### config.mk
export PLATFORM = sky130hd
export DESIGN_NAME = csm_top
export DESIGN_NICKNAME = d
export VERILOG_FILES = /design/src/verilog/csm_pkg.sv /design/src/verilog/csm_stamp_delay.sv /design/src/verilog/csm_top.sv
export VERILOG_INCLUDE_DIRS = /design/src /design/src/verilog
export SDC_FILE = /design/constraint.sdc
export NUM_CORES = 1
export LEC_CHECK = 0
export BUFFER_PORTS_ARGS = -buffer_cell sky130_fd_sc_hd__buf_2
export CAP_MARGIN = 20
export CORE_MARGIN = 2
export CORE_UTILIZATION = 41
export CTS_CLUSTER_DIAMETER = 50
export DETAILED_ROUTE_END_ITERATION = 7
export PLACE_DENSITY = 0.79
export SETUP_SLACK_MARGIN = 0.4
export SLEW_MARGIN = 15
export SYNTH_ARGS = -nofsm -noshare
export SYNTH_HDL_FRONTEND = slang
export SYNTH_HIERARCHICAL = 1
export SYNTH_SLANG_ARGS = --single-unit
### constraint.sdc
create_clock -name I_CLOCK -period 2.18 [get_ports I_CLOCK]
set_input_delay 0.218 -clock I_CLOCK [delete_from_list [all_inputs] [get_ports I_CLOCK]]
set_output_delay 0.218 -clock I_CLOCK [all_outputs]
set_load 0.02 [all_outputs]
### src/verilog/csm_regs.svh
// register offsets, field positions, reset values and widths for chip sync and mode control
`ifndef CSM_REGS_SVH
`define CSM_REGS_SVH

// register indexes; byte address on the bus is four times the index
`define CSM_IDX_STAMP_DELAY 10'h123
`define CSM_IDX_SYNC_BEHAV 10'h1FF
`define CSM_IDX_CHAN_CFG 10'h200

// sysref_sync_behaviour fields
`define CSM_SYNC_MODE_BIT 0
`define CSM_SYNC_RESET 8'h00

// channel_path_configuration fields
`define CSM_CFG_Q_DROP_BIT 5
`define CSM_CFG_MODE_MSB 3
`define CSM_CFG_MODE_LSB 0
`define CSM_CFG_RESET 8'h00

// stamp_delay_cycles field
`define CSM_DELAY_MSB 6
`define CSM_DELAY_RESET 7'h40

// channel-configuration codes
`define CSM_MODE_FULL 4'h0
`define CSM_MODE_ONE 4'h1
`define CSM_MODE_TWO 4'h2
`define CSM_MODE_FOUR 4'h3

// downconverter enable patterns
`define CSM_DDC_NONE 4'h0
`define CSM_DDC_ONE 4'h1
`define CSM_DDC_TWO 4'h3
`define CSM_DDC_FOUR 4'hF

`endif

### src/verilog/csm_pkg.sv
// types shared by the chip sync and mode control block
package csm_pkg;

   typedef enum logic {
      CSM_SYNC_DIVIDERS,
      CSM_SYNC_STAMP
   } csm_sync_e;

   typedef struct packed {
      logic stamp;
      logic [13:0] q;
      logic [13:0] i;
   } csm_word_s;

   typedef struct packed {
      logic q_drop;
      logic [3:0] mode;
   } csm_cfg_s;

endpackage

### src/verilog/csm_stamp_delay.sv
// counts converter samples after a sysref event and flags the sample to be marked
`timescale 1ns/1ns
module csm_stamp_delay #(
   parameter int WIDTH = 7
) (
   input wire logic i_clock,
   input wire logic i_rst,
   input wire logic i_event,
   input wire logic i_sample_valid,
   input wire logic [WIDTH-1:0] i_delay,
   output logic o_mark
);

   logic armed;
   logic [WIDTH-1:0] count;
   logic next_armed;
   logic [WIDTH-1:0] next_count;
   logic live;
   logic [WIDTH-1:0] cur;

   always_comb begin
      // a fresh event restarts the count; a pending one is given up
      live = i_event | armed;
      cur = i_event ? i_delay : count;
      o_mark = live & i_sample_valid & (cur == '0);
      next_armed = live & ~o_mark;
      next_count = cur;
      if (live && i_sample_valid && cur != '0) begin
         next_count = cur - 1'b1;
      end
   end

   always_ff @(posedge i_clock or posedge i_rst) begin
      if (i_rst) begin
         armed <= 1'b0;
         count <= '0;
      end else begin
         armed <= next_armed;
         count <= next_count;
      end
   end

endmodule // csm_stamp_delay

### src/verilog/csm_top.sv
// chip sync and mode control: registers, sysref handling and channel path selection
//
// Functional notes
// [RULE_01] sync mode: sysref resets every clock divider
// [RULE_02] sync mode: divider phase change drops link
// [RULE_03] stamp mode: dividers untouched by sysref
// [RULE_04] stamp mode: link and monitor undisturbed
// [RULE_05] stamp mode: sysref marks current sample word; the code marks the valid sample stamp delay samples later
// [RULE_06] q drop field: 0 I and Q, 1 I only
// [RULE_07] mode code 0000 is full bandwidth, reset
// [RULE_08] codes 1,2,3 enable one, two, four DDCs
// [RULE_09] seven bit stamp delay, 0..127 samples, reset 0x40
// [RULE_10] reserved bits read zero; reserved codes inert
`timescale 1ns/1ns
`include "csm_regs.svh"
module csm_top
   import csm_pkg::*;
#(
   parameter int SAMPLE_W = 14
) (
   input wire logic I_CLOCK,
   input wire logic I_RST,
   input wire logic I_WB_CYC,
   input wire logic I_WB_STB,
   input wire logic I_WB_WE,
   input wire logic [11:0] I_WB_ADR,
   input wire logic [3:0] I_WB_SEL,
   input wire logic [31:0] I_WB_DAT,
   output logic [31:0] O_WB_DAT,
   output logic O_WB_ACK,
   input wire logic I_SYSREF,
   input wire logic I_DIV_ALIGNED,
   input wire logic I_SAMPLE_VALID,
   input wire logic [SAMPLE_W-1:0] I_SAMPLE_I,
   input wire logic [SAMPLE_W-1:0] I_SAMPLE_Q,
   output csm_word_s O_WORD,
   output logic O_WORD_VALID,
   output logic O_Q_VALID,
   output logic O_DIV_RESET,
   output logic O_LINK_DROP,
   output logic O_MON_RESET,
   output logic [3:0] O_DDC_EN,
   output logic O_FULL_BW,
   output logic O_MODE_RESERVED,
   output logic O_SYNC_MODE
);

   ////////////////////////////////////////////////////////////////////////////////
   // registers and bus slave

   logic sync_mode;
   csm_cfg_s cfg;
   logic [`CSM_DELAY_MSB:0] delay;
   logic ack;
   logic [31:0] rdata;
   logic next_sync_mode;
   csm_cfg_s next_cfg;
   logic [`CSM_DELAY_MSB:0] next_delay;
   logic next_ack;
   logic [31:0] next_rdata;
   logic [9:0] idx;
   logic req;
   // full register images, so reset fields are picked by their bit positions
   localparam logic [7:0] SYNC_RST = `CSM_SYNC_RESET;
   localparam logic [7:0] CFG_RST = `CSM_CFG_RESET;

   always_comb begin
      idx = I_WB_ADR[11:2];
      // one-cycle answer; ack drops the cycle after it is given
      req = I_WB_CYC & I_WB_STB & ~ack;
      next_ack = req;
      next_sync_mode = sync_mode;
      next_cfg = cfg;
      next_delay = delay;
      next_rdata = 32'h0000_0000;
      if (req && I_WB_WE && I_WB_SEL[0]) begin
         unique case (idx)
            `CSM_IDX_SYNC_BEHAV: begin
               next_sync_mode = I_WB_DAT[`CSM_SYNC_MODE_BIT];
            end
            `CSM_IDX_CHAN_CFG: begin
               next_cfg.q_drop = I_WB_DAT[`CSM_CFG_Q_DROP_BIT]; // [RULE_06]
               next_cfg.mode = I_WB_DAT[`CSM_CFG_MODE_MSB:`CSM_CFG_MODE_LSB];
            end
            `CSM_IDX_STAMP_DELAY: begin
               next_delay = I_WB_DAT[`CSM_DELAY_MSB:0]; // [RULE_09]
            end
            default: begin
               // unmapped writes are acked and dropped
               next_delay = delay;
            end
         endcase
      end
      if (req && !I_WB_WE) begin
         // reserved bits and unmapped words read as zero [RULE_10]
         unique case (idx)
            `CSM_IDX_SYNC_BEHAV: begin
               next_rdata[`CSM_SYNC_MODE_BIT] = sync_mode;
            end
            `CSM_IDX_CHAN_CFG: begin
               next_rdata[`CSM_CFG_Q_DROP_BIT] = cfg.q_drop;
               next_rdata[`CSM_CFG_MODE_MSB:`CSM_CFG_MODE_LSB] = cfg.mode;
            end
            `CSM_IDX_STAMP_DELAY: begin
               next_rdata[`CSM_DELAY_MSB:0] = delay;
            end
            default: begin
               next_rdata = 32'h0000_0000;
            end
         endcase
      end
   end

   always_ff @(posedge I_CLOCK or posedge I_RST) begin
      if (I_RST) begin
         sync_mode <= SYNC_RST[`CSM_SYNC_MODE_BIT];
         cfg.q_drop <= CFG_RST[`CSM_CFG_Q_DROP_BIT];
         cfg.mode <= CFG_RST[`CSM_CFG_MODE_MSB:`CSM_CFG_MODE_LSB]; // [RULE_07]
         delay <= `CSM_DELAY_RESET; // [RULE_09]
         ack <= 1'b0;
         rdata <= 32'h0000_0000;
      end else begin
         sync_mode <= next_sync_mode;
         cfg <= next_cfg;
         delay <= next_delay;
         ack <= next_ack;
         rdata <= next_rdata;
      end
   end

   ////////////////////////////////////////////////////////////////////////////////
   // sysref synchroniser and event detect

   logic [2:0] sref_sync;
   logic sref_level;
   logic [2:0] next_sref_sync;
   logic next_sref_level;
   logic sref_event;
   csm_sync_e sync_sel;

   always_comb begin
      next_sref_sync = {sref_sync[1:0], I_SYSREF};
      // stage 0 feeds stage 1 only; a change counts once stages 1 and 2 agree
      next_sref_level = sref_level;
      if (sref_sync[1] == sref_sync[2]) begin
         next_sref_level = sref_sync[2];
      end
      sref_event = next_sref_level & ~sref_level;
      sync_sel = sync_mode ? CSM_SYNC_STAMP : CSM_SYNC_DIVIDERS;
   end

   always_ff @(posedge I_CLOCK or posedge I_RST) begin
      if (I_RST) begin
         sref_sync <= 3'h0;
         sref_level <= 1'b0;
      end else begin
         sref_sync <= next_sref_sync;
         sref_level <= next_sref_level;
      end
   end

   ////////////////////////////////////////////////////////////////////////////////
   // divider reset, link drop and monitor

   logic div_reset;
   logic link_drop;
   logic mon_reset;
   logic next_div_reset;
   logic next_link_drop;
   logic next_mon_reset;
   logic stamp_event;

   always_comb begin
      next_div_reset = 1'b0;
      next_link_drop = 1'b0;
      next_mon_reset = 1'b0;
      stamp_event = 1'b0;
      unique case (sync_sel)
         CSM_SYNC_DIVIDERS: begin
            next_div_reset = sref_event; // [RULE_01]
            // a misaligned divider is forced to move, so the link must retrain
            next_link_drop = sref_event & ~I_DIV_ALIGNED; // [RULE_02]
            next_mon_reset = sref_event;
         end
         CSM_SYNC_STAMP: begin
            // dividers, link and monitor see nothing [RULE_03] [RULE_04]
            stamp_event = sref_event; // [RULE_05]
         end
      endcase
   end

   always_ff @(posedge I_CLOCK or posedge I_RST) begin
      if (I_RST) begin
         div_reset <= 1'b0;
         link_drop <= 1'b0;
         mon_reset <= 1'b0;
      end else begin
         div_reset <= next_div_reset;
         link_drop <= next_link_drop;
         mon_reset <= next_mon_reset;
      end
   end

   ////////////////////////////////////////////////////////////////////////////////
   // sample path with timestamp mark and component selection

   logic mark;
   csm_word_s word;
   logic word_valid;
   logic q_valid;
   csm_word_s next_word;
   logic next_word_valid;
   logic next_q_valid;

   csm_stamp_delay #(
      .WIDTH(`CSM_DELAY_MSB + 1)
   ) u_stamp_delay (
      .i_clock(I_CLOCK),
      .i_rst(I_RST),
      .i_event(stamp_event),
      .i_sample_valid(I_SAMPLE_VALID),
      .i_delay(delay), // [RULE_09]
      .o_mark(mark)
   );

   always_comb begin
      next_word_valid = I_SAMPLE_VALID;
      next_word = word;
      next_q_valid = 1'b0;
      if (I_SAMPLE_VALID) begin
         next_word.i = I_SAMPLE_I;
         // q is zeroed rather than held so a dropped stream carries no stale data
         next_word.q = cfg.q_drop ? '0 : I_SAMPLE_Q; // [RULE_06]
         next_q_valid = ~cfg.q_drop; // [RULE_06]
         next_word.stamp = mark; // [RULE_05]
      end
   end

   always_ff @(posedge I_CLOCK or posedge I_RST) begin
      if (I_RST) begin
         word <= '0;
         word_valid <= 1'b0;
         q_valid <= 1'b0;
      end else begin
         word <= next_word;
         word_valid <= next_word_valid;
         q_valid <= next_q_valid;
      end
   end

   ////////////////////////////////////////////////////////////////////////////////
   // channel configuration decode

   logic [3:0] ddc_en;
   logic full_bw;
   logic mode_reserved;
   logic [3:0] next_ddc_en;
   logic next_full_bw;
   logic next_mode_reserved;

   always_comb begin
      next_ddc_en = `CSM_DDC_NONE;
      next_full_bw = 1'b0;
      next_mode_reserved = 1'b0;
      unique case (cfg.mode)
         `CSM_MODE_FULL: next_full_bw = 1'b1; // [RULE_07]
         `CSM_MODE_ONE: next_ddc_en = `CSM_DDC_ONE; // [RULE_08]
         `CSM_MODE_TWO: next_ddc_en = `CSM_DDC_TWO; // [RULE_08]
         `CSM_MODE_FOUR: next_ddc_en = `CSM_DDC_FOUR; // [RULE_08]
         default: next_mode_reserved = 1'b1; // [RULE_10]
      endcase
   end

   always_ff @(posedge I_CLOCK or posedge I_RST) begin
      if (I_RST) begin
         ddc_en <= `CSM_DDC_NONE;
         full_bw <= 1'b1;
         mode_reserved <= 1'b0;
      end else begin
         ddc_en <= next_ddc_en;
         full_bw <= next_full_bw;
         mode_reserved <= next_mode_reserved;
      end
   end

   ////////////////////////////////////////////////////////////////////////////////
   // outputs, all from flip-flops

   assign O_WB_DAT = rdata;
   assign O_WB_ACK = ack;
   assign O_WORD = word;
   assign O_WORD_VALID = word_valid;
   assign O_Q_VALID = q_valid;
   assign O_DIV_RESET = div_reset;
   assign O_LINK_DROP = link_drop;
   assign O_MON_RESET = mon_reset;
   assign O_DDC_EN = ddc_en;
   assign O_FULL_BW = full_bw;
   assign O_MODE_RESERVED = mode_reserved;
   assign O_SYNC_MODE = sync_mode;

endmodule // csm_top

# Word-level counts from Yosys, hierarchy flattened
# Index checks and enable logic that the tools add are counted.
totals:
  reg_bits: 97
  latchBits: 0
  mem_bits_rw: 0
  mem_bits_ro: 0
  in_bits: 84
  out_inout_bits: 74
  mem_count: 0
classes:
  add_sub_neg: 1
  n_mul: 0
  div: 0
  magnitude_cmp: 0
  n_eq_ne: 7
  shifts: 0
  mux: 18
  bitwise_logic: 13
  reduce_logical: 13
op_table:
  columns: ["op", "n"]
  rows:
  - ["two-way mux 7 bit", 3]
  - ["equality test 10 x 9 -> 1 bit, second input constant", 2]
  - ["two-way mux 14 bit", 1]
  - ["one-hot mux 4 bit (3 select lines)", 1]
  - ["equality test 10 bit, second input constant", 1]
  - ["two-way mux 1 bit", 10]
  - ["equality test 4 x 2 -> 1 bit, second input constant", 2]
  - ["AND 1 bit", 7]
  - ["logical NOT 7 bit", 1]
  - ["nonzero test 7 bit", 1]
  - ["subtractor 7 x 1 -> 7 bit, second input constant", 1]
  - ["one-hot mux 3 bit (2 select lines)", 1]
  - ["AND reduction 2 bit", 3]
  - ["logical AND 1 bit", 5]
  - ["inverter 1 bit", 5]
  - ["equality test 4 x 1 -> 1 bit, second input constant", 1]
  - ["logical NOT 4 bit", 1]
  - ["OR reduction 4 bit", 1]
  - ["one-hot mux 1 bit (3 select lines)", 1]
  - ["one-hot mux 1 bit (2 select lines)", 1]
  - ["equality test 1 bit", 1]
  - ["logical NOT 1 bit", 1]
  - ["OR 1 bit", 1]

# Logic depth before layout (Yosys ltp)
# Gate-level depths: netlist of the first run.
depth:
  word_depth: 9
  mapped_depth: 10
  depth_no_buf: 8

# Modules after synthesis
# The synthesis of the first run kept the hierarchy.
modules_own_cells:
  columns: ["module", "n_inst", "cells_per_inst", "area_each_um2", "seq_area_each_um2"]
  rows:
  - ["csm_top", 1, 212, 2578.7, 1579.0]
  - ["csm_stamp_delay", 1, 53, 573.0, 200.2]

# Worst setup path after synthesis of the first run
# No wires, ideal clock.
synth_timing:
  path_type: "reg2reg"
  from: "register sync_mode, in the netlist O_SYNC_MODE"
  to: "register u_stamp_delay.count[1]"
  setup_ns: 0.079
  arrival_ns: 1.993
  required_time_ns: 2.101
  path_slack_ns: 0.108
  path_stages_with_launch: 10
  synth_period_minus_slack_ns: 2.072
  cell_sequence: "dfrtp_1 > inv_1 > nor2_1 > buf_6 > buf_4 > mux2i_1 > ha_1 > nand2_1 > o21ai_2 > mux2i_1"
synth_via:
  elab_chain_len: 6
  word_cells_on_any_way: 9
  cone_classes: "add/sub (1); mux (4); bitwise (1); reduce/logical (3)"
synth_rtl:
  columns: ["element", "line_no", "rtl"]
  rows:
  - ["start: declaration", "csm_top.sv:51", "logic sync_mode;"]
  - ["start signal: assignment", "csm_top.sv:116", "sync_mode <= SYNC_RST[`CSM_SYNC_MODE_BIT];"]
  - ["start signal: assignment", "csm_top.sv:123", "sync_mode <= next_sync_mode;"]
  - ["two-way mux 1 bit *", "csm_top.sv:149", "sync_sel = sync_mode ? CSM_SYNC_STAMP : CSM_SYNC_DIVIDERS;"]
  - ["two-way mux 1 bit *", "csm_top.sv:178", "unique case (sync_sel)"]
  - ["net stamp_event", "csm_top.sv:171", "logic stamp_event;"]
  - ["branches (longest 3 deep; another with subtractor 7 x 1 -> 7 bit)", null, null]
  - ["two-way mux 7 bit *", "csm_stamp_delay.sv:28", "if (live && i_sample_valid && cur != '0) begin"]
  - ["net u_stamp_delay.next_count[1]", "csm_stamp_delay.sv:17", "logic [WIDTH-1:0] next_count;"]
  - ["end signal: assignment", "csm_stamp_delay.sv:39", "count <= next_count;"]
  - ["end: declaration", "csm_stamp_delay.sv:15", "logic [WIDTH-1:0] count;"]
# Mark *: on every way through the listed nets, which the timed path passes.
# A chain may end at the register's enable or synchronous reset.

# Worst setup path after layout of the first run
layout_timing:
  from: "register sref_level"
  to: "register u_stamp_delay.count[4]"
layout_via:
  elab_chain_len: 7
  word_cells_on_any_way: 11
  cone_classes: "add/sub (1); mux (4); bitwise (3); reduce/logical (3)"
layout_rtl:
  columns: ["element", "line_no", "rtl"]
  rows:
  - ["start: declaration", "csm_top.sv:135", "logic sref_level;"]
  - ["start signal: assignment", "csm_top.sv:158", "sref_level <= next_sref_level;"]
  - ["two-way mux 1 bit or inverter 1 bit (tied branches)", "csm_top.sv:145, csm_top.sv:148", null]
  - ["AND 1 bit *", "csm_top.sv:148", "sref_event = next_sref_level & ~sref_level;"]
  - ["two-way mux 1 bit *", "csm_top.sv:178", null]
  - ["net stamp_event", "csm_top.sv:171", null]
  - ["branches (longest 3 deep; another with subtractor 7 x 1 -> 7 bit)", null, null]
  - ["two-way mux 7 bit *", "csm_stamp_delay.sv:28", null]
  - ["net u_stamp_delay.next_count[4]", "csm_stamp_delay.sv:17", null]
# Marks and branches as above.

==> results of run 1 <==
-- worst register-to-register path, cell delays in order, from the launching register on --
cell	delay (ns)
dfrtp_1	0.38
nand3b_1	0.17
nor2_1	0.13
buf_6	0.19
mux2i_4	0.31
ha_2	0.24
o211a_1	0.16
o21ai_1	0.09
xor2_1	0.16
-- metrics by stage --
stage                     hold slack, ns  setup slack, ns
final                             0.0351            0.245
after global routing              0.0106            0.127
after detailed placement           0.216            0.108
after global placement             0.221            0.160
after CTS                         0.0185            0.259
after floorplan                   0.0337            0.264
-- state kept, by name, summed over array words and instances, names as in the netlist, 3 cells and up --
signal / count
delay: 7
cfg: 5
u_stamp_delay/count: 7
sref_sync: 3
O_DDC_EN: 3
O_WORD: 29
O_WB_DAT: 7
-- worst paths after layout --
kind                               start                     end  slack (ns)
max in group asynchronous          I_RST               O_WORD[2]        0.96
hold reg to reg             sref_sync[0]            sref_sync[1]        0.35
setup / recovery              sref_level  u_stamp_delay/count[4]        0.24
min in group asynchronous          I_RST  u_stamp_delay/count[2]        0.42
setup reg to reg              sref_level  u_stamp_delay/count[4]        0.24
hold / removal             I_DIV_ALIGNED             O_LINK_DROP        0.04
-- cell usage in the layout, fill, tap and decap left out, drive strengths merged, types with 2 or more instances in the layout --
master and n:
clkinvlp 2, nand3b 2, xor2 4, conb 25
a22oi 4, nor4 5, or2 2, dfstp 2
o21ai 18, mux2i 10, nor2 15, buf 113
dfrtp 69, a21oi 2, and2 2, nor3 5
mux2 28, clkinv 3, nand4 3, inv 18
nand2 20, dlygate4sd3 2, nor3b 3, clkbuf 12
and3 3, ha 2
-- cell usage after synthesis (all sizes together) --
| master | count |
|---|---|
| nor2b | 1 |
| and4bb | 1 |
| dfrtp | 69 |
| o211ai | 1 |
| nor2 | 15 |
| nand2 | 20 |
| o211a | 1 |
| mux2i | 10 |
| nor4 | 5 |
| clkbuf | 3 |
| a22oi | 4 |
| buf | 30 |
| a21o | 1 |
| or2 | 2 |
| or2b | 1 |
| nor4b | 1 |
| ha | 2 |
| o221ai | 1 |
| o21bai | 1 |
| and4 | 1 |
| nand3b | 2 |
| nor3 | 5 |
| and3 | 3 |
| inv | 19 |
| maj3 | 1 |
| xor2 | 4 |
| nor3b | 3 |
| or4 | 1 |
| nand4 | 3 |
| mux2 | 28 |
| conb | 1 |
| o21a | 1 |
| a21oi | 2 |
| and2 | 2 |
| o21ai | 18 |
| dfstp | 2 |
-- power groups by stage --
stage	Sequential, mW	Combinational [mW]	Clock, mW
6_report	1.54	0.634	0.897
5_1_grt	1.55	0.702	0.991
4_1_cts	1.54	0.589	0.933
3_5_place_dp	1.56	0.577	0
3_3_place_gp	1.55	0.558	0
2_1_floorplan	1.61	0.370	0
-- layer usage --
metal | GRT usage, % | vias up
li1 | - | 1086
met1 | 17.3 | 1065
met2 | 27.0 | 72
met3 | 3.37 | 7
met4 | 6.44 | 0
met5 | 0 | -
-- final cells by class --
type                    count  area (sq um)  area share, %
inverters                  19          75.1           1.87
well taps                  99           124           3.09
multi-input cells         166          1240           31.0
clock buffers              12           145           3.62
clock inverters             4          22.5          0.562
repair buffers            115           617           15.4
flip-flops and latches     71          1780           44.4
-- cell families after synthesis --
kind of cell               Yosys count  share of synthesized area (%)
DFF                                 71                           56.5
and+or+nand+nor                     66                           12.2
buffers and inverters               52                           9.77
muxes                               38                           13.2
AOI/OAI and AO/OA                   30                           6.07
xor gates and xnor gates             4                           1.11
adders and majority gates            3                           1.11
other                                1                          0.119
-- repair_timing --
action                                  in CTS  in global routing
hold endpoints to repair                     9                  0
gates cloned                                 0                  0
endpoints found under the setup margin       9                 16
gates resized for setup                      4                  9
buffers inserted                             4                  1
hold buffers                                 2                  0
pin swaps                                    1                  2
==> reports/qor.yml, run 1 <==
cp.depth: 8
num_antenna_cells: 0
required_ns: 2.39
gp_congestion: 0.819
timing.fmax_mhz: 517
fill_cells: 626
setup_tns_ns: 0
rsz0062_at_grt: "true"
wl_microns: 6260
wl_met3_microns: 307
power_leakage_nw: 2.04
place_inst: 463
wl_met2_microns: 3380
synth_area_leader_cell: "dfrtp_1"
cts_max_level: 3
max_stage_delay_ns: 0.38
critPathLaunchType: "flop"
power_density_nw_per_um2: 766
core-area_sq_um: 7330
worstPathArrival_ns: 2.14
crit_family: "flip-flops"
synth_cells: 265
yosysSeqAreaShare_pct: 56.5
period_minus_slack_ns: 1.94
period_share_pct: 88.8
antenna_found_initial: 0
cts_tree: "yes"
drt_first_pass_iters: 4
io_pins: 158
hp-class: "input port to flop"
cap_violations: 0
status: "complete, no violations"
slew_violations: 0
critPathKind: "flop to flop"
p_int_mw: 2.15
areaGrowthSynthToFinish_pct: 27.2
cts_made_buffers: 9
synth_seq_cells: 71
critPathMaxFanout: 8
switching_share_pct: 30.0
tightest_slew_ns: 0.775
clkLatencyLatePin_ns: 0.33
final_area_sq_um: 4010
whs_path_depth: 2
routedWlPerCell_microns: 12.9
totalPowerFinal_mw: 3.07
grtUsageTotal_pct: 15.1
synth_cell_types: 43
wl_met1_microns: 2510
fp-row-count: 31
avgSynthCellArea_sq_um: 11.9
worstRegToRegCells: 8
syn-cell-area_sq_um: 3150
p_clk_share_pct: 29.2
ir_drop_mv: 0.321
die_area_sq_um: 8400
grt_first_pass_wirelength_microns: 10100
final_antenna_net_count: 0
finalNetCount: 468
port_buffers: 102
maxSlewHeadroom_pct: 48.3
drc: 0
floorplan.initialDensity_pct: 43.0
gr-total-overflow: 0
synth.area.top_cells: "dfrtp_1, mux2_2, buf_4, mux2i_1, nand2_1"
vias_per_cell: 4.59
die_height_microns: 91.7
hold_violations: 0
vias: 2230
die_x_microns: 91.7
stdcell_count: 486
cp_num_buf_inv: 1
path_cells: "nand3b_1 -> nor2_1 -> buf_6 -> mux2i_4 -> ha_2 -> o211a_1 -> o21ai_1 -> xor2_1"
seqPwrFrac_pct: 50.1
drive_above_1_share_pct: 47.0
dpl_cell_area_sq_um: 3720
cts_root_buf: "clkbuf_8"
drt_iter0_drc: 68
final_util_pct: 54.7
clock_path_buffers: 2
finClkSkew_ns: 0.00710
setup_viol: 0
yosysWarnings: 6
hpwl_microns: 4600
p_comb_share_pct: 20.7
end_kind: "flop"
grt_pass1_vias: 2169
clk_pin_slew_ns: 0.07
dr.max_layer_used: "met4"
grt_max_degree: 39
cpMaxStageDelayCell: "dfrtp_1"
synth_top_area_share_pct: 54.8
power.switching_mw: 0.921
clkSinkCount: 71
Note: power is estimated with default switching activity, not from simulation.
==> run 2: changes to the inputs <==
--- a/config.mk
+++ b/config.mk
@@ -6,7 +6,7 @@
 export SDC_FILE = /design/constraint.sdc
 export NUM_CORES = 1
 export LEC_CHECK = 0
-export BUFFER_PORTS_ARGS = -buffer_cell sky130_fd_sc_hd__buf_2
+export BUFFER_PORTS_ARGS = -buffer_cell sky130_fd_sc_hd__clkbuf_2
 export CAP_MARGIN = 20
 export CORE_MARGIN = 2
 export CORE_UTILIZATION = 41
==> reports/qor.yml, run 2 (synthesis gave the netlist of run 1 again) <==
status: "complete, no violations"
cts_root_buf: "clkbuf_8"
gp_congestion: 0.818  # about the same
routedWlPerCell_microns: 13.1  # +1.9%
power_leakage_nw: 2.07  # +1.6%
r2r-end: "u_stamp_delay/count[1]"
period_minus_slack_ns: 1.97  # +0.0321 ns
timing.fmax_mhz: 508  # -1.6%
finalNetCount: 471  # +0.64%
final_antenna_net_count: 0  # unchanged
antenna_found_initial: 0  # unchanged
grt_pass1_vias: 2178  # +0.41%
wl_microns: 6420  # +2.6%
clock_path_buffers: 2  # unchanged
critPathMaxFanout: 6  # -2
maxSlewHeadroom_pct: 49.0  # +0.69 points
hold_start: "I_DIV_ALIGNED"
power.switching_mw: 0.939  # +1.9%
io_pins: 158  # unchanged
core-area_sq_um: 7330  # unchanged
critPathKind: "flop to flop"
areaGrowthSynthToFinish_pct: 28.8
cts_made_buffers: 9  # unchanged
p_comb_share_pct: 21.0  # +0.3 points
grt_first_pass_wirelength_microns: 10100  # +0.48%
clkLatencyLatePin_ns: 0.33  # about the same
clkSinkCount: 71  # unchanged
tightest_slew_ns: 0.764  # -0.0104 ns
setup_tns_ns: 0  # unchanged
r2r_slack_ns: 0.21  # -0.03 ns
dpl_cell_area_sq_um: 3720  # unchanged
setup_viol: 0  # unchanged
num_antenna_cells: 0  # unchanged
drt_first_pass_iters: 4  # unchanged
required_ns: 2.43  # +0.04 ns
die_x_microns: 91.7  # unchanged
p_int_mw: 2.30  # +7.3%
final_common_cell: "clkbuf_2"
cts_tree: "yes"
cp-endpoint: "u_stamp_delay/count[1]"
grt_max_degree: 39  # unchanged
hp-class: "input port to flop"
floorplan.initialDensity_pct: 43.0  # unchanged
cts_max_level: 3  # unchanged
drive_above_1_share_pct: 47.2  # +0.15 points
critPathLaunchType: "flop"
ir_drop_mv: 0.541  # +69%
largest_reg_flops: 29  # unchanged
rsz0062_at_grt: "true"
cap_violations: 0  # unchanged
place_ws_ns: 0.0795  # -0.0282 ns
crit_start: "sref_level"
port_buffers: 102  # unchanged
period_share_pct: 90.2  # +1.5 points
slew_violations: 0  # unchanged
end_kind: "flop"
finClkSkew_ns: 0.00716  # +0.0000601 ns
die_height_microns: 91.7  # unchanged
vias: 2240  # +0.45%
worstPathArrival_ns: 2.21  # +0.07 ns
hold_violations: 0  # unchanged
drc: 0  # unchanged
r2r-start: "sref_level"
power_density_nw_per_um2: 799  # +4.3%
worstRegToRegCells: 8  # unchanged
most-common-layout-cells: "clkbuf_2, dfrtp_1, mux2_2"
timing.final.ws_setup_ns: 0.213  # -0.0321 ns
grtUsageTotal_pct: 15.2  # +0.099 points
drt_iter0_drc: 72  # +5.9%
hpwl_microns: 4730  # +3.0%
die_area_sq_um: 8400  # unchanged
vias_per_cell: 4.58  # -0.17%
switching_share_pct: 28.9  # -1.1 points
clk_pin_slew_ns: 0.07  # about the same
seqPwrFrac_pct: 47.5  # -2.6 points
p_clk_share_pct: 31.5  # +2.3 points
final_area_sq_um: 4060  # +1.3%
gr-total-overflow: 0  # unchanged
fp-row-count: 31  # unchanged
run 2: cell types whose count changed in the layout (fill, tap and decap cells not counted), moves of 2 or more:
cell,previous run,this run
buf_4,10,12
clkbuf_2,0,102
buf_2,102,1
clkinv_2,3,1
run 2: repair_timing:
action | 4_1_cts | 5_1_grt
setup buffers | 4 | 3
pin swaps | 7 | 0
hold buffers | 2 | 0
endpoints found under the setup margin | 15 | 15
cloned | 1 | 0
endpoints found under the hold margin | 9 | 0
resized for setup | 10 | 3
run 2: worst min-delay path by stage:
| stage | end | slack, ns | cells past startpoint |
|---|---|---|---|
| floorplan | u_stamp_delay/armed | 0.03 | 1 |
| global placement | u_stamp_delay/armed | 0.22 | 2 |
| detailed placement | u_stamp_delay/armed | 0.22 | 2 |
| CTS | O_LINK_DROP | 0.02 | 2 |
| global route | O_LINK_DROP | 0.01 | 2 |
| finish | O_LINK_DROP | 0.03 | 2 |
run 2: through the flow:
step	instances	power (mW)	util, %	hold slack, ns
after global routing	489	3.40	55.4	0.0130
after CTS	486	3.20	54.8	0.0169
after detailed placement	463	2.14	50.8	0.219
after global placement	463	2.11	50.8	0.215
final	489	3.24	55.4	0.0336
after floorplan	289	1.98	-	0.0337
run 2: layer usage:
| layer | up-vias | wire [microns] | GRT usage, % |
|---|---|---|---|
| li1 | 1088 | - | - |
| met1 | 1079 | 2630 | 18.0 |
| met2 | 67 | 3440 | 27.1 |
| met3 | 6 | 304 | 3.37 |
| met4 | 0 | 48 | 5.30 |
| met5 | - | 0 | 0 |
run 2: power groups by stage:
stage               clock [mW]  combinational (mW)  sequential (mW)
global placement             0               0.557             1.55
detailed placement           0               0.579             1.56
CTS                       1.04               0.623             1.54
floorplan                    0               0.370             1.61
finish                    1.02               0.682             1.54
global route              1.11               0.743             1.56
run 2: worst max-delay path: stages, from the launching register on:
cell      delay (ns)
dfrtp_1         0.38
nand3b_1        0.18
nor2_2          0.15
buf_6           0.18
mux2i_4         0.33
ha_4            0.19
nand2_4         0.08
o21ai_4         0.17
mux2i_1         0.21
run 2: cell type report:
class                           instances  area [sq um]
Fill cell                             654          3270
Inverter                               19          75.1
Clock buffer                           13           149
Tap cell                               99           124
Timing Repair Buffer                  118           637
Sequential cell                        71          1780
Clock inverter                          3          43.8
Multi-Input combinational cell        166          1250
